## src/common/u2dp_map.vh

```
// Register offsets, field positions, reset values and timing counts of the UART data port
`ifndef U2DP_MAP_VH
`define U2DP_MAP_VH
// Register byte offsets
`define U2DP_DATA_OFFS      12'h000
`define U2DP_DLH_OFFS       12'h004
`define U2DP_LCR_OFFS       12'h00C
`define U2DP_FCR_OFFS       12'h008
`define U2DP_LSR_OFFS       12'h014
`define U2DP_IST_OFFS       12'h018
`define U2DP_IMSK_OFFS      12'h01C
// Field positions
`define U2DP_LCR_DIVISOR_ACCESS_BIT       7
`define U2DP_FCR_FIFOEN     0
`define U2DP_FCR_RXCLR      1
`define U2DP_FCR_TXCLR      2
`define U2DP_LSR_DR         0
`define U2DP_LSR_OE         1
`define U2DP_LSR_FE         3
`define U2DP_LSR_TX_HOLDING_EMPTY_FLAG       5
`define U2DP_LSR_TEMT       6
// Status event bits
`define U2DP_EV_RX          0
`define U2DP_EV_OVR         1
`define U2DP_EV_TX_HOLDING_EMPTY_FLAG        2
`define U2DP_EV_FRM         3
// Reset values
`define U2DP_DIV_RST        16'h0000
`define U2DP_LCR_RST        8'h00
`define U2DP_FCR_RST        8'h00
// Timing counts
`define U2DP_OVERSAMPLE     16
`define U2DP_SAMPLE_MID     4'h7
`endif

```

## src/u2dp_fifo.v

```verilog
// Byte FIFO used for the receive and transmit paths of the UART data port
module u2dp_fifo #(
    parameter WIDTH = 8,
    parameter DEPTH = 16,
    parameter AW    = 4
) (
    input  wire             clk_sys_i,
    input  wire             rst_i,
    input  wire             ce_i,
    input  wire             clr_i,
    input  wire             push_i,
    input  wire [WIDTH-1:0] wdata_i,
    input  wire             pop_i,
    output wire [WIDTH-1:0] rdata_o,
    output wire             empty_o,
    output wire             full_o
);
    reg [WIDTH-1:0] mem [0:DEPTH-1];
    reg [AW-1:0]    wptr;
    reg [AW-1:0]    rptr;
    reg [AW:0]      count;
    wire            do_push;
    wire            do_pop;

    assign empty_o = (count == {(AW+1){1'b0}});
    assign full_o  = (count == DEPTH[AW:0]);
    assign rdata_o = mem[rptr];
    // Full refuses a push, so stored data is never disturbed
    assign do_push = push_i && !full_o;
    assign do_pop  = pop_i && !empty_o;

    // ****************************************
    // Pointers and fill level
    // ****************************************
    always @(posedge clk_sys_i or posedge rst_i) begin
        if (rst_i) begin
            wptr  <= {AW{1'b0}};
            rptr  <= {AW{1'b0}};
            count <= {(AW+1){1'b0}};
        end else if (ce_i) begin
            if (clr_i) begin
                wptr  <= {AW{1'b0}};
                rptr  <= {AW{1'b0}};
                count <= {(AW+1){1'b0}};
            end else begin
                if (do_push) wptr <= wptr + 1'b1;
                if (do_pop) rptr <= rptr + 1'b1;
                if (do_push && !do_pop) count <= count + 1'b1;
                else if (do_pop && !do_push) count <= count - 1'b1;
            end
        end
    end

    // Storage array
    always @(posedge clk_sys_i) begin
        if (ce_i && do_push && !clr_i) begin
            mem[wptr] <= wdata_i;
        end
    end
endmodule // u2dp_fifo

```

## src/u2dp_uart.v

```verilog
// UART data port with divisor latch, FIFOs, serial engines and APB slave
// Overview of operation
// - A data read returns the received byte, valid while the data-ready flag is set.
// - Without FIFOs a new character overwrites an unread buffer byte and flags overrun.
// - With FIFOs reads pop the head; a full FIFO keeps its data, drops the new one, flags overrun.
// - Without FIFOs a write clears the holding-empty flag and the byte is then sent.
// - Without FIFOs a further write before the flag sets again replaces the pending byte.
// - With FIFOs the transmit FIFO takes 16 characters before it reports full.
// - A write while the transmit FIFO is full is discarded and the FIFO is unchanged.
// - The port holds the low 8 bits of the 16-bit divisor when divisor access is selected.
// - The divisor low byte is reached only while divisor access bit 7 of line control is set.
// - Bit rate is the system clock divided by sixteen times the divisor.
// - With a zero divisor the baud clock stops and no transfer takes place.
`include "u2dp_map.vh"
module u2dp_uart #(
    parameter FIFO_DEPTH = 16,
    parameter FIFO_AW    = 4
) (
    input  wire        clk_sys_i,
    input  wire        rst_i,
    input  wire        ce_i,
    input  wire        psel_i,
    input  wire        penable_i,
    input  wire        pwrite_i,
    input  wire [11:0] paddr_i,
    input  wire [31:0] pwdata_i,
    output reg  [31:0] prdata_o,
    output reg         pready_o,
    output reg         pslverr_o,
    input  wire        rx_i,
    output reg         tx_o,
    output reg         irq_o
);
    // ****************************************
    // Registers and state
    // ****************************************
    reg  [15:0] divisor;
    reg  [7:0]  line_control_reg;
    reg  [7:0]  fifo_control_reg;
    reg         overrun_flag;
    reg         frame_flag;
    reg  [3:0]  irq_status;
    reg  [3:0]  irq_mask;
    reg  [7:0]  receive_buffer;
    reg         rbuf_full;
    reg  [7:0]  transmit_holding;
    reg         thr_full;
    reg  [15:0] baud_cnt;
    reg         baud_tick;
    // Receiver
    reg  [1:0]  rx_state;
    reg  [3:0]  rx_os;
    reg  [2:0]  rx_bit;
    reg  [7:0]  rx_shift;
    // Transmitter
    reg  [1:0]  tx_state;
    reg  [3:0]  tx_os;
    reg  [2:0]  tx_bit;
    reg  [7:0]  tx_shift;

    localparam ST_IDLE  = 2'd0;
    localparam ST_START = 2'd1;
    localparam ST_DATA  = 2'd2;
    localparam ST_STOP  = 2'd3;

    wire        fifo_en = fifo_control_reg[`U2DP_FCR_FIFOEN];
    wire        divisor_access_bit    = line_control_reg[`U2DP_LCR_DIVISOR_ACCESS_BIT];
    wire        apb_acc = psel_i && penable_i && pready_o;
    wire        apb_wr  = apb_acc && pwrite_i;
    wire        apb_rd  = apb_acc && !pwrite_i;
    wire        data_sel = (paddr_i == `U2DP_DATA_OFFS);
    wire        rx_done;
    wire        tx_load;
    wire [7:0]  rxf_data;
    wire        rxf_empty;
    wire        rxf_full;
    wire [7:0]  txf_data;
    wire        txf_empty;
    wire        txf_full;

    // Address match helper shared by decode and read mux
    function hit;
        input [11:0] a;
        input [11:0] offs;
        begin
            hit = (a == offs);
        end
    endfunction

    // Data-path strobes; data port pop and push are gated by divisor access, the FCR strobes are not
    wire rx_pop  = apb_rd && data_sel && !divisor_access_bit;
    wire tx_push = apb_wr && data_sel && !divisor_access_bit;
    wire fcr_wr  = apb_wr && hit(paddr_i, `U2DP_FCR_OFFS);
    wire rxf_clr = fcr_wr && pwdata_i[`U2DP_FCR_RXCLR];
    wire txf_clr = fcr_wr && pwdata_i[`U2DP_FCR_TXCLR];

    // Receive and transmit path status
    wire data_ready = fifo_en ? !rxf_empty : rbuf_full;
    wire [7:0] rx_head = fifo_en ? rxf_data : receive_buffer;
    wire rx_overrun = rx_done && (fifo_en ? rxf_full : rbuf_full);
    wire tx_holding_empty_flag = fifo_en ? txf_empty : !thr_full;
    wire tx_idle    = (tx_state == ST_IDLE);
    wire [7:0] line_status_reg = {1'b0, tx_holding_empty_flag && tx_idle,
                                  tx_holding_empty_flag, 1'b0, frame_flag,
                                  1'b0, overrun_flag, data_ready};

    // ****************************************
    // FIFOs
    // ****************************************
    u2dp_fifo #(.WIDTH(8), .DEPTH(FIFO_DEPTH), .AW(FIFO_AW)) u_rxf (
        .clk_sys_i (clk_sys_i),
        .rst_i     (rst_i),
        .ce_i      (ce_i),
        .clr_i     (rxf_clr || !fifo_en),
        .push_i    (rx_done && fifo_en),
        .wdata_i   (rx_shift),
        .pop_i     (rx_pop && fifo_en),
        .rdata_o   (rxf_data),
        .empty_o   (rxf_empty),
        .full_o    (rxf_full)
    );

    u2dp_fifo #(.WIDTH(8), .DEPTH(FIFO_DEPTH), .AW(FIFO_AW)) u_txf (
        .clk_sys_i (clk_sys_i),
        .rst_i     (rst_i),
        .ce_i      (ce_i),
        .clr_i     (txf_clr || !fifo_en),
        .push_i    (tx_push && fifo_en),
        .wdata_i   (pwdata_i[7:0]),
        .pop_i     (tx_load && fifo_en),
        .rdata_o   (txf_data),
        .empty_o   (txf_empty),
        .full_o    (txf_full)
    );

    // ****************************************
    // Baud generator: one tick per sixteenth of a bit
    // ****************************************
    always @(posedge clk_sys_i or posedge rst_i) begin
        if (rst_i) begin
            baud_cnt  <= 16'h0000;
            baud_tick <= 1'b0;
        end else if (ce_i) begin
            if (divisor == 16'h0000) begin
                baud_cnt  <= 16'h0000;
                baud_tick <= 1'b0;
            end else if (baud_cnt >= divisor - 16'h0001) begin
                baud_cnt  <= 16'h0000;
                baud_tick <= 1'b1;
            end else begin
                baud_cnt  <= baud_cnt + 16'h0001;
                baud_tick <= 1'b0;
            end
        end
    end

    // ****************************************
    // Receiver: start detect, mid-bit sampling, 8N1
    // ****************************************
    assign rx_done = baud_tick && (rx_state == ST_STOP) && (rx_os == 4'hF) && rx_i;

    always @(posedge clk_sys_i or posedge rst_i) begin
        if (rst_i) begin
            rx_state   <= ST_IDLE;
            rx_os      <= 4'h0;
            rx_bit     <= 3'd0;
            rx_shift   <= 8'h00;
            frame_flag <= 1'b0;
        end else if (ce_i) begin
            if (apb_rd && hit(paddr_i, `U2DP_LSR_OFFS)) frame_flag <= 1'b0;
            if (baud_tick) begin
                case (rx_state)
                    ST_IDLE: begin
                        rx_os <= 4'h0;
                        if (!rx_i) rx_state <= ST_START;
                    end
                    ST_START: begin
                        rx_os <= rx_os + 4'h1;
                        if (rx_os == `U2DP_SAMPLE_MID) begin
                            rx_os    <= 4'h0;
                            rx_bit   <= 3'd0;
                            rx_state <= rx_i ? ST_IDLE : ST_DATA;
                        end
                    end
                    ST_DATA: begin
                        rx_os <= rx_os + 4'h1;
                        if (rx_os == 4'hF) begin
                            rx_shift <= {rx_i, rx_shift[7:1]};
                            rx_bit   <= rx_bit + 3'd1;
                            if (rx_bit == 3'd7) rx_state <= ST_STOP;
                        end
                    end
                    ST_STOP: begin
                        rx_os <= rx_os + 4'h1;
                        if (rx_os == 4'hF) begin
                            rx_state <= ST_IDLE;
                            if (!rx_i) frame_flag <= 1'b1;
                        end
                    end
                    default: rx_state <= ST_IDLE;
                endcase
            end
        end
    end

    // Non-FIFO receive buffer; overwrite wins over a same-cycle read
    always @(posedge clk_sys_i or posedge rst_i) begin
        if (rst_i) begin
            receive_buffer <= 8'h00;
            rbuf_full      <= 1'b0;
            overrun_flag   <= 1'b0;
        end else if (ce_i) begin
            if (rx_done && !fifo_en) begin
                receive_buffer <= rx_shift;
                rbuf_full      <= 1'b1;
            end else if (rx_pop && !fifo_en) begin
                rbuf_full      <= 1'b0;
            end
            if (rx_overrun) overrun_flag <= 1'b1;
            else if (apb_rd && hit(paddr_i, `U2DP_LSR_OFFS)) overrun_flag <= 1'b0;
        end
    end

    // ****************************************
    // Transmitter: holding register or FIFO feeds the shifter
    // ****************************************
    assign tx_load = baud_tick && tx_idle && tx_os == 4'hF && (fifo_en ? !txf_empty : thr_full);

    always @(posedge clk_sys_i or posedge rst_i) begin
        if (rst_i) begin
            transmit_holding <= 8'h00;
            thr_full         <= 1'b0;
        end else if (ce_i) begin
            if (tx_push && !fifo_en) begin
                transmit_holding <= pwdata_i[7:0];
                thr_full         <= 1'b1;
            end else if (tx_load && !fifo_en) begin
                thr_full         <= 1'b0;
            end
        end
    end

    always @(posedge clk_sys_i or posedge rst_i) begin
        if (rst_i) begin
            tx_state <= ST_IDLE;
            tx_os    <= 4'h0;
            tx_bit   <= 3'd0;
            tx_shift <= 8'h00;
            tx_o     <= 1'b1;
        end else if (ce_i && baud_tick) begin
            tx_os <= tx_os + 4'h1;
            case (tx_state)
                ST_IDLE: begin
                    tx_o <= 1'b1;
                    if (tx_load) begin
                        tx_shift <= fifo_en ? txf_data : transmit_holding;
                        tx_state <= ST_START;
                        tx_o     <= 1'b0;
                    end
                end
                ST_START: begin
                    if (tx_os == 4'hF) begin
                        tx_state <= ST_DATA;
                        tx_bit   <= 3'd0;
                        tx_o     <= tx_shift[0];
                    end
                end
                ST_DATA: begin
                    if (tx_os == 4'hF) begin
                        tx_shift <= {1'b0, tx_shift[7:1]};
                        tx_bit   <= tx_bit + 3'd1;
                        tx_o     <= (tx_bit == 3'd7) ? 1'b1 : tx_shift[1];
                        if (tx_bit == 3'd7) tx_state <= ST_STOP;
                    end
                end
                ST_STOP: begin
                    if (tx_os == 4'hF) tx_state <= ST_IDLE;
                end
                default: tx_state <= ST_IDLE;
            endcase
        end
    end

    // ****************************************
    // Control registers and interrupt status
    // ****************************************
    // Framing event: stop bit sampled low at the end of a frame
    wire       frm_ev = baud_tick && (rx_state == ST_STOP) && (rx_os == 4'hF) && !rx_i;
    wire [3:0] ev = {frm_ev, tx_load, rx_overrun, rx_done};

    always @(posedge clk_sys_i or posedge rst_i) begin
        if (rst_i) begin
            divisor          <= `U2DP_DIV_RST;
            line_control_reg <= `U2DP_LCR_RST;
            fifo_control_reg <= `U2DP_FCR_RST;
            irq_mask         <= 4'h0;
            irq_status       <= 4'h0;
            irq_o            <= 1'b0;
        end else if (ce_i) begin
            if (apb_wr && data_sel && divisor_access_bit) divisor[7:0] <= pwdata_i[7:0];
            if (apb_wr && hit(paddr_i, `U2DP_DLH_OFFS) && divisor_access_bit) divisor[15:8] <= pwdata_i[7:0];
            if (apb_wr && hit(paddr_i, `U2DP_LCR_OFFS)) line_control_reg <= pwdata_i[7:0];
            if (fcr_wr) fifo_control_reg <= {7'h00, pwdata_i[`U2DP_FCR_FIFOEN]};
            if (apb_wr && hit(paddr_i, `U2DP_IMSK_OFFS)) irq_mask <= pwdata_i[3:0];
            // Set wins over write-one-to-clear
            irq_status <= (irq_status & ~((apb_wr && hit(paddr_i, `U2DP_IST_OFFS)) ?
                          pwdata_i[3:0] : 4'h0)) | ev;
            irq_o <= |(irq_status & irq_mask);
        end
    end

    // ****************************************
    // APB slave: one wait state, read data registered
    // ****************************************
    always @(posedge clk_sys_i or posedge rst_i) begin
        if (rst_i) begin
            prdata_o  <= 32'h00000000;
            pready_o  <= 1'b0;
            pslverr_o <= 1'b0;
        end else if (ce_i) begin
            pready_o  <= psel_i && penable_i && !pready_o;
            pslverr_o <= 1'b0;
            prdata_o  <= 32'h00000000;
            if (psel_i && penable_i && !pready_o && !pwrite_i) begin
                if (data_sel) prdata_o <= {24'h000000, divisor_access_bit ? divisor[7:0] : rx_head};
                else if (hit(paddr_i, `U2DP_DLH_OFFS))
                    prdata_o <= {24'h000000, divisor_access_bit ? divisor[15:8] : 8'h00};
                else if (hit(paddr_i, `U2DP_LCR_OFFS)) prdata_o <= {24'h000000, line_control_reg};
                else if (hit(paddr_i, `U2DP_FCR_OFFS)) prdata_o <= {24'h000000, fifo_control_reg};
                else if (hit(paddr_i, `U2DP_LSR_OFFS)) prdata_o <= {24'h000000, line_status_reg};
                else if (hit(paddr_i, `U2DP_IST_OFFS)) prdata_o <= {28'h0000000, irq_status};
                else if (hit(paddr_i, `U2DP_IMSK_OFFS)) prdata_o <= {28'h0000000, irq_mask};
                else pslverr_o <= 1'b1;
            end
        end
    end
endmodule // u2dp_uart

```

## config.mk

```make
export PLATFORM = sky130hd
export DESIGN_NAME = u2dp_uart
export DESIGN_NICKNAME = d
export VERILOG_FILES = /design/src/u2dp_fifo.v /design/src/u2dp_uart.v
export VERILOG_INCLUDE_DIRS = /design/src /design/src/common
export SDC_FILE = /design/constraint.sdc
export NUM_CORES = 1
export LEC_CHECK = 0
export BUFFER_PORTS_ARGS = -buffer_cell sky130_fd_sc_hd__buf_2
export CORE_ASPECT_RATIO = 2
export CORE_MARGIN = 5
export CORE_UTILIZATION = 39
export CTS_CLUSTER_SIZE = 14
export DETAILED_ROUTE_END_ITERATION = 7
export HOLD_SLACK_MARGIN = 0.03
export SKIP_CTS_REPAIR_TIMING = 1
export SYNTH_ARGS = -nofsm -noshare
export SYNTH_HDL_FRONTEND = slang
export SYNTH_SLANG_ARGS = --single-unit
```

## constraint.sdc

```tcl
create_clock -name clk_sys_i -period 5.65 [get_ports clk_sys_i]
set_input_delay 0.565 -clock clk_sys_i [delete_from_list [all_inputs] [get_ports clk_sys_i]]
set_output_delay 0.565 -clock clk_sys_i [all_outputs]
set_load 0.005 [all_outputs]
```

Word-level counts from Yosys, hierarchy flattened
Memories as Yosys holds them, arrays and structs flattened.
Cells that the tools add are included.
{"block": "classes", "n_reduce_logical": 113, "bitwise": 4, "order_cmp": 1, "add_sub_neg": 14, "mux": 87, "n_eq_ne": 29}
{"cell": "8-bit two-way mux", "n": 10}
{"cell": "1-bit logical AND", "n": 50}
{"cell": "4-bit two-way mux", "n": 12}
{"cell": "12-bit by 5-bit == test with 1-bit output, second input constant", "n": 3}
{"cell": "2-bit AND reduction", "n": 17}
{"cell": "1-bit two-way mux", "n": 33}
{"cell": "16-bit two-way mux", "n": 2}
{"cell": "5-bit two-way mux", "n": 6}
{"cell": "4-bit by 1-bit adder with 4-bit output, second input constant", "n": 6}
{"cell": "12-bit by 4-bit == test with 1-bit output, second input constant", "n": 2}
{"cell": "2-bit two-way mux", "n": 11}
{"cell": "2-bit nonzero test", "n": 10}
{"cell": "2-bit != test, second input constant", "n": 9}
{"cell": "16-bit by 1-bit adder with 16-bit output, second input constant", "n": 1}
{"cell": "16-bit >= comparator", "n": 1}
{"cell": "1-bit zero test", "n": 16}
{"cell": "16-bit zero test", "n": 1}
{"cell": "2-bit one-hot mux with 4 select lines", "n": 2}
{"cell": "8-bit one-hot mux with 2 select lines", "n": 1}
{"cell": "4-bit AND reduction", "n": 4}
{"cell": "16-bit by 1-bit subtractor with 16-bit output, second input constant", "n": 1}
{"cell": "7-bit two-way mux", "n": 2}
{"cell": "12-bit by 3-bit == test with 1-bit output, second input constant", "n": 1}
{"cell": "12-bit zero test", "n": 1}
{"cell": "other kinds (26)", "n": 46}
{"block": "totals", "mem_count": 2, "output_inout_bits": 36, "ff_bits": 166, "input_bits": 51, "wordCells": 283, "ram_bits": 256}
{"name": "u_rxf.mem", "depth": 16, "word_bits": 8, "read_ports": 1, "rd_ports_with_merged_regs": 0, "write_ports": 1, "line": "u2dp_fifo.v:18", "rtl": "reg [WIDTH-1:0] mem [0:DEPTH-1];"}
{"name": "u_txf.mem", "depth": 16, "word_bits": 8, "read_ports": 1, "rd_ports_with_merged_regs": 0, "write_ports": 1, "line": "u2dp_fifo.v:18"}

Logic depth before layout (Yosys ltp)
Gate-level depths: netlist of the first run.
{"block": "depth", "word_depth": 12, "depth_mapped": 15}

Hierarchy
A second synthesis of the first run with hierarchy kept.
{"block": "hier_totals", "hier_cells": 1257, "hier_area_um2": 18330.1}
{"module": "u2dp_fifo", "cells_each": 288, "seq_area_each_um2": 4169.0, "n_inst": 2, "area_per_inst_um2": 5828.1}
{"module": "u2dp_uart", "cells_each": 681, "seq_area_each_um2": 2904.0, "n_inst": 1, "area_per_inst_um2": 6673.9}

Worst setup path after synthesis of the first run
Ideal clock, no wire load.
{"block": "synth_timing", "path_kind": "in2reg", "from": "input paddr_i[8]", "to": "register u_rxf.count[4]", "setup_slack_ps": 1957, "t_required_ps": 5572, "stages": 14, "arrival_time_ps": 3615, "setup_time_ps": 78, "path_buffers": 1, "cell_sequence": "or4_4 -> nor4_2 -> clkbuf_1 -> nand2_1 -> or4_1 -> ha_1 -> inv_1 -> ha_1 -> a21o_1 -> a21oi_1 -> xnor2_1 -> nor2_1 -> o21ai_0 -> o2bb2ai_1"}
{"block": "synth_between", "elab_chain_len": 9, "word_cells_on_any_way": 16, "cone_classes": "eq/ne (1); mux (2); reduce/logical (13)"}
{"item": "start, declared", "line": "u2dp_uart.v:25", "rtl": "input wire [11:0] paddr_i,"}
{"item": "12-bit zero test (no line)"}
{"item": "1-bit logical AND (2 in a row)", "line": "u2dp_uart.v:91", "rtl": "wire rx_pop = apb_rd && data_sel && !divisor_access_bit;"}
{"item": "1-bit logical AND", "line": "u2dp_uart.v:117", "rtl": ".pop_i (rx_pop && fifo_en),"}
{"item": "1-bit logical AND", "line": "u2dp_fifo.v:30", "rtl": "assign do_pop = pop_i && !empty_o;"}
{"item": "1-bit zero test", "line": "u2dp_fifo.v:48", "rtl": "if (do_push && !do_pop) count <= count + 1'b1;"}
{"item": "1-bit logical AND", "line": "u2dp_fifo.v:48"}
{"item": "3-bit nonzero test (no line) or 5-bit two-way mux (tied branches)"}
{"item": "2-bit AND reduction (no line) or 5-bit two-way mux (tied branches)"}
{"item": "end signal, assigned", "line": "u2dp_fifo.v:44", "rtl": "count <= {(AW+1){1'b0}};"}
{"item": "end signal, assigned", "line": "u2dp_fifo.v:48"}
{"item": "end signal, assigned", "line": "u2dp_fifo.v:49", "rtl": "else if (do_pop && !do_push) count <= count - 1'b1;"}
{"item": "end, declared", "line": "u2dp_fifo.v:21", "rtl": "reg [AW:0] count;"}
Parallel ways exist; a longest one is shown, timed or not.
A chain may end at the register's enable or synchronous reset.

Final worst setup path of the first run
{"block": "layout_timing", "from": "register divisor[9]", "to": "register baud_cnt[0]"}
{"block": "layout_between", "elab_chain_len": 4, "word_cells_on_any_way": 5, "cone_classes": "add/sub (1); order compare (1); mux (2); reduce/logical (1)"}
{"item": "start, declared", "line": "u2dp_uart.v:37", "rtl": "reg [15:0] divisor;"}
{"item": "start signal, assigned", "line": "u2dp_uart.v:293", "rtl": "divisor <= `U2DP_DIV_RST;"}
{"item": "start signal, assigned", "line": "u2dp_uart.v:301", "rtl": "if (apb_wr && hit(paddr_i, `U2DP_DLH_OFFS) && divisor_access_bit) divisor[15:8] <= pwdata_i[7:0];"}
{"item": "16-bit by 1-bit subtractor with 16-bit output", "line": "u2dp_uart.v:147", "rtl": "end else if (baud_cnt >= divisor - 16'h0001) begin"}
{"item": "16-bit >= comparator", "line": "u2dp_uart.v:147"}
{"item": "16-bit two-way mux", "line": "u2dp_uart.v:147"}
{"item": "16-bit two-way mux *", "line": "u2dp_uart.v:144", "rtl": "if (divisor == 16'h0000) begin"}
{"item": "end signal, assigned", "line": "u2dp_uart.v:151", "rtl": "baud_cnt <= baud_cnt + 16'h0001;"}
{"item": "end, declared", "line": "u2dp_uart.v:48", "rtl": "reg [15:0] baud_cnt;"}
Mark *: on every way between the ends. The rest lies on a longest branch, timed or not.

==> flow_metrics.env, run 1 <==
export IMPL_outcome="finished, final reports clean"
export IMPL_rr_worst_depth=11
export IMPL_hold_class="in -> async"
export IMPL_final_hold_viol_count=0
export IMPL_worst_ep_required_time_ns=6.08
export IMPL_cp_slowest_cell="or4_4"
export IMPL_post_route_cells_drive_above_1_share=0.171
export IMPL_h_tree_depth=2
export IMPL_netlist_area_leader_share=0.422
export IMPL_numCtsBuffers=38
export IMPL_p_per_area_mw_per_mm2=308
export IMPL_hpwl_mm=27.6
export IMPL_start_util=0.392
export IMPL_synth_edf_count=256
export IMPL_place_inst=1934
export IMPL_fin_cells=2003
export IMPL_yosysUniqueCellTypes=68
export IMPL_crit_end="baud_cnt[0]"
export IMPL_grt_pass1_wl_mm=65.0
export IMPL_worstMarginPinSlew_ns=1.01
export IMPL_postRouteAntennaNets=0
export IMPL_slowest_delay_ns=0.57
export IMPL_core_area_mm2=0.0464
export IMPL_crit_start="divisor[9]"
export IMPL_synth_most_common_cell="edfxtp_1"
export IMPL_yosys_top_cells_count="256 x edfxtp_1, 141 x dfrtp_1, 92 x nand2_1, 67 x nor2_1, 56 x mux4_2"
export IMPL_rows=112
export IMPL_arrival_ns=4.31
export IMPL_critPathMaxFanout=17
export IMPL_fmax_ghz=0.257
export IMPL_synth_area_leaders="edfxtp_1 42%, dfrtp_1 19%, mux4_2 6.9%"
export IMPL_cts_root_buffer="clkbuf_16"
export IMPL_drtPass1Iterations=5
export IMPL_fin_util=0.434
export IMPL_num_vias=11043
export IMPL_p_total_mw=6.20
export IMPL_grt_usage=0.162
export IMPL_io_buffers=38
export IMPL_syn_inst=1313
export IMPL_drtIter0Drc=790
export IMPL_r2r_slack_ns=1.76
export IMPL_routabilityCongestion=0.901
export IMPL_clockBufferDepth=3
export IMPL_end_kind="flop"
export IMPL_setup_tns_ns=0
export IMPL_timing_rr_start="divisor[9]"
export IMPL_clock_latency_ns=0.56
export IMPL_nNetsFinal=1447
export IMPL_critPathLaunchType="flop"
export IMPL_via_per_inst=5.51
export IMPL_reg_largest_list="u_rxf.mem: 128 flops, u_txf.mem: 128 flops"
export IMPL_grt_max_degree=95
export IMPL_slew_headroom=0.319
export IMPL_grt_pass1_vias=11146
export IMPL_cts_sinks=398
export IMPL_cts_tree="yes"
export IMPL_total_leakage_power_nw=7.46
export IMPL_syn_avg_cell_area_um2=13.9
export IMPL_drc=0
export IMPL_die_x_um=163
export IMPL_die_h_um=315
export IMPL_ios=87
export IMPL_period_needed_ns=3.89
export IMPL_finClkSkew_ns=0.0323
export IMPL_ys_seq_elements=398
export IMPL_seq_area_frac_synth=0.618
export IMPL_grt_ovfl_total=0
export IMPL_area_growth_pct=10.7
export IMPL_grt_antenna_before_repair=1
export IMPL_yosysWarnings=0
export IMPL_synth_cell_area_mm2=0.0182
export IMPL_crit_chain="or4_4 -> or3_1 -> nor3_1 -> xnor2_1 -> ha_1 -> and4_1 -> nand3_1 -> a211oi_1 -> or3b_1 -> nor2_1 -> mux2_2"
export IMPL_peakVddDrop_mv=0.284
export IMPL_drv_cap=0
export IMPL_ys_async_sr_fraction=0.357
export IMPL_wl_mm=41.1
export IMPL_timing_rr_end="baud_cnt[0]"
export IMPL_synth_area_leader_cell="edfxtp_1"
export IMPL_period_share=0.688
export IMPL_slew_violations=0
export IMPL_die_area_mm2=0.0513
export IMPL_cts_clk_slew_worst_paths_ns=0.07
export IMPL_synth_ff_type="edfxtp_1"
export IMPL_rsz0062_at_grt="no"
export IMPL_path_class="reg -> reg"
export IMPL_setup_violations_final=0
export IMPL_wl_per_cell_um=20.5
worst max-delay path: cells and delay by family (launching register included):
family,cells,cell delay [ns]
compound gates,1,0.39
xor+xnor,1,0.10
fa+ha+maj,1,0.31
flops,1,0.43
mux,1,0.32
simple gates,7,2.23
worst min path at each step:
stage                        start       endpoint  slack [ns]  cells after the start
after global routing         rst_i  u_rxf.wptr[1]        0.25                      2
final                        rst_i  u_rxf.wptr[2]        0.17                      2
after detailed placement  tx_os[3]       tx_os[3]        0.47                      1
after floorplan           tx_os[3]       tx_os[3]        0.44                      1
after global placement    tx_os[3]       tx_os[3]        0.46                      1
after CTS                    rst_i  u_rxf.wptr[1]        0.21                      2
where the power goes:
| group | total (mW) | internal (mW) | switching [mW] | leakage, nW |
|---|---|---|---|---|
| clock network | 2.45 | 1.35 | 1.09 | 0.564 |
| registers | 3.27 | 3.16 | 0.105 | 4.19 |
| logic | 0.489 | 0.184 | 0.305 | 2.70 |
| total | 6.20 | 4.70 | 1.50 | 7.46 |
kinds of logic after synthesis:
logic type,Yosys count,synth area share
multiplexers,154,0.127
flip-flops,398,0.618
XOR/XNOR,25,0.0120
other,1,0.000206
adder cells (fa/ha/maj),49,0.0345
buffers and inverters,120,0.0311
AND/OR/NAND/NOR,337,0.0945
AO/OA/AOI/OAI,229,0.0829
area by class of cell:
cell class	instances	area (um^2)
timing repair buffer	52	295
inverter	39	151
clock inverter	19	194
fill	4179	26200
tap	627	785
clock buffer	48	988
multi-input combinational	818	6480
antenna	2	5.00
sequential	398	11200
cell usage in the layout (no fill, tap or decap), types with 24 or more instances in the layout:
master	instances
buf_2	38
clkbuf_16	38
mux2_2	55
inv_1	35
nor3_1	29
o21ai_0	54
mux4_2	56
conb_1	24
mux2i_1	43
nand2_1	92
and2_1	27
a21oi_1	45
ha_1	47
dfrtp_1	139
nor2_1	67
edfxtp_1	256
nand3_1	31
metal layers:
layer,GRT usage,up-vias,share of wire
li1,-,5044,-
met1,0.227,5574,0.44
met2,0.261,366,0.48
met3,0.0256,59,0.060
met4,0.0485,0,0.024
met5,0,-,0
through the flow:
step / cell area (um^2) / hold WS (ns) / setup WS, ns
global placement: 19000 / 0.458 / 1.72
global route: 20100 / 0.246 / 1.57
floorplan: 18300 / 0.442 / 1.28
finish: 20100 / 0.165 / 1.76
detailed placement: 19000 / 0.472 / 1.70
CTS: 20100 / 0.210 / 1.79
(Power assumes the default switching activity.)
==> run 2: changes to the inputs <==
==> constraint.sdc (replaced) <==
create_clock -name clk_sys_i -period 3.6 [get_ports clk_sys_i]
set_input_delay 0.36 -clock clk_sys_i [delete_from_list [all_inputs] [get_ports clk_sys_i]]
set_output_delay 0.36 -clock clk_sys_i [all_outputs]
set_load 0.005 [all_outputs]
==> run 2 against run 1 <==
Compared with the run above: via count up 1.6%; final cell count up 1.8%; clock skew down 0.0090 ns; combinational power up 86%; critical path depth unchanged; setup slack worse by 1.6 ns; largest power group unchanged; highest routed layer unchanged.
==> flow_metrics.env, run 2 (synthesized netlist as in run 1, its figures left out) <==
export IMPL_outcome="finished, final reports clean"
export IMPL_cp_slowest_cell="or4_4"
export IMPL_total_leakage_power_nw=7.64
export IMPL_setup_violations_final=0
export IMPL_p_per_area_mw_per_mm2=490
export IMPL_final_cell_mix="256 x edfxtp_1, 139 x dfrtp_1, 92 x nand2_1"
export IMPL_routabilityCongestion=0.886
export IMPL_clock_latency_ns=0.55
export IMPL_drv_cap=0
export IMPL_post_route_cells_drive_above_1_share=0.201
export IMPL_period_needed_ns=3.44
export IMPL_grt_ovfl_total=0
export IMPL_die_x_um=163
export IMPL_path_class="reg -> reg"
export IMPL_num_vias=11217
export IMPL_hpwl_mm=29.0
export IMPL_nNetsFinal=1485
export IMPL_grt_pass1_vias=11295
export IMPL_via_per_inst=5.50
export IMPL_arrival_ns=3.89
export IMPL_critPathMaxFanout=4
export IMPL_slew_headroom=0.268
export IMPL_place_inst=1971
export IMPL_cpMostUsedCell="o211ai_1"
export IMPL_grt_antenna_before_repair=1
export IMPL_worstMarginPinSlew_ns=1.10
export IMPL_die_h_um=315
export IMPL_p_total_mw=10.1
export IMPL_cts_root_buffer="clkbuf_16"
export IMPL_final_hold_viol_count=0
export IMPL_reg_largest_list="u_rxf.mem: 128 flops, u_txf.mem: 128 flops"
export IMPL_drc=0
export IMPL_ios=87
export IMPL_finClkSkew_ns=0.0233
export IMPL_start_util=0.392
export IMPL_clockBufferDepth=3
export IMPL_grt_pass1_wl_mm=66.4
export IMPL_cts_sinks=398
export IMPL_die_area_mm2=0.0513
export IMPL_layout_commonest_cell="edfxtp_1"
export IMPL_cts_clk_slew_worst_paths_ns=0.07
export IMPL_fin_cells=2039
export IMPL_grt_usage=0.166
export IMPL_slowest_delay_ns=0.55
export IMPL_regArea_mm2=0.0112
export IMPL_grt_max_degree=57
export IMPL_period_share=0.956
export IMPL_drtPass1Iterations=5
export IMPL_hold_slack_ns=0.0662
export IMPL_area_growth_pct=12.9
export IMPL_worst_ep_required_time_ns=4.05
export IMPL_hold_class="in -> async"
export IMPL_rows=112
export IMPL_wl_mm=42.5
export IMPL_drtIter0Drc=1024
export IMPL_core_area_mm2=0.0464
export IMPL_end_kind="flop"
export IMPL_crit_chain="or4_4 -> or3_1 -> nor3_2 -> xnor2_1 -> ha_1 -> and4_1 -> o211ai_1 -> o211ai_1 -> or3b_4 -> or4_1 -> o21ai_0"
export IMPL_peakVddDrop_mv=0.394
export IMPL_io_buffers=38
export IMPL_h_tree_depth=2
export IMPL_wl_per_cell_um=20.9
export IMPL_slew_violations=0
export IMPL_multi_input_area_mm2=0.00650
export IMPL_worst_path_buf_inv=0
export IMPL_postRouteAntennaNets=0
export IMPL_numCtsBuffers=38
export IMPL_cp_top_family="simple AND/OR/NAND/NOR gates"
export IMPL_critPathLaunchType="flop"
export IMPL_fillers=4139
export IMPL_cts_tree="yes"
export IMPL_fmax_ghz=0.291
run 2: area by class of cell:
cell class / count / area share
sequential: 398 / 0.547
multi-input combinational: 818 / 0.316
clock buffer: 48 / 0.0505
tap: 627 / 0.0382
timing repair buffer: 90 / 0.0301
clock inverter: 18 / 0.0105
inverter: 39 / 0.00730
antenna: 1 / 0.000122
run 2: power breakdown:
| group | switching, mW | internal (mW) | total, mW | leakage, nW |
|---|---|---|---|---|
| clock network | 1.71 | 2.34 | 4.05 | 0.603 |
| logic | 0.514 | 0.394 | 0.908 | 2.89 |
| registers | 0.150 | 4.96 | 5.11 | 4.15 |
| total | 2.37 | 7.70 | 10.1 | 7.64 |
run 2: worst paths after layout:
path                            start             to  slack (ns)  cells past startpoint
hold / removal                  rst_i  u_rxf.wptr[0]        0.07                      2
setup reg to reg           divisor[9]   baud_cnt[10]        0.16                     11
max in group asynchronous       rst_i           tx_o        2.69                      3
setup / recovery           divisor[9]   baud_cnt[10]        0.16                     11
min in group clk_sys_i           rx_i     frame_flag        0.23                      3
hold reg to reg             tx_bit[0]      tx_bit[0]        0.50                      1
run 2: stage by stage:
stage / area (um^2) / util / TNS (ns) / worst slack, ns
final: 20600 / 0.443 / 0 / 0.158
after global placement: 19300 / 0.415 / 0 / 0.141
after CTS: 20500 / 0.443 / 0 / 0.136
after global routing: 20600 / 0.443 / -0.0355 / -0.0355
after floorplan: 18300 / - / 0 / 0.112
after detailed placement: 19300 / 0.415 / 0 / 0.0858
run 2: routing by layer:
metal  global-route usage  wire length (um)  vias up
li1                     -                 -     5124
met1                0.236             18600     5690
met2                0.268             20500      330
met3               0.0176              2060       73
met4               0.0571              1400        0
met5                    0                 0        -
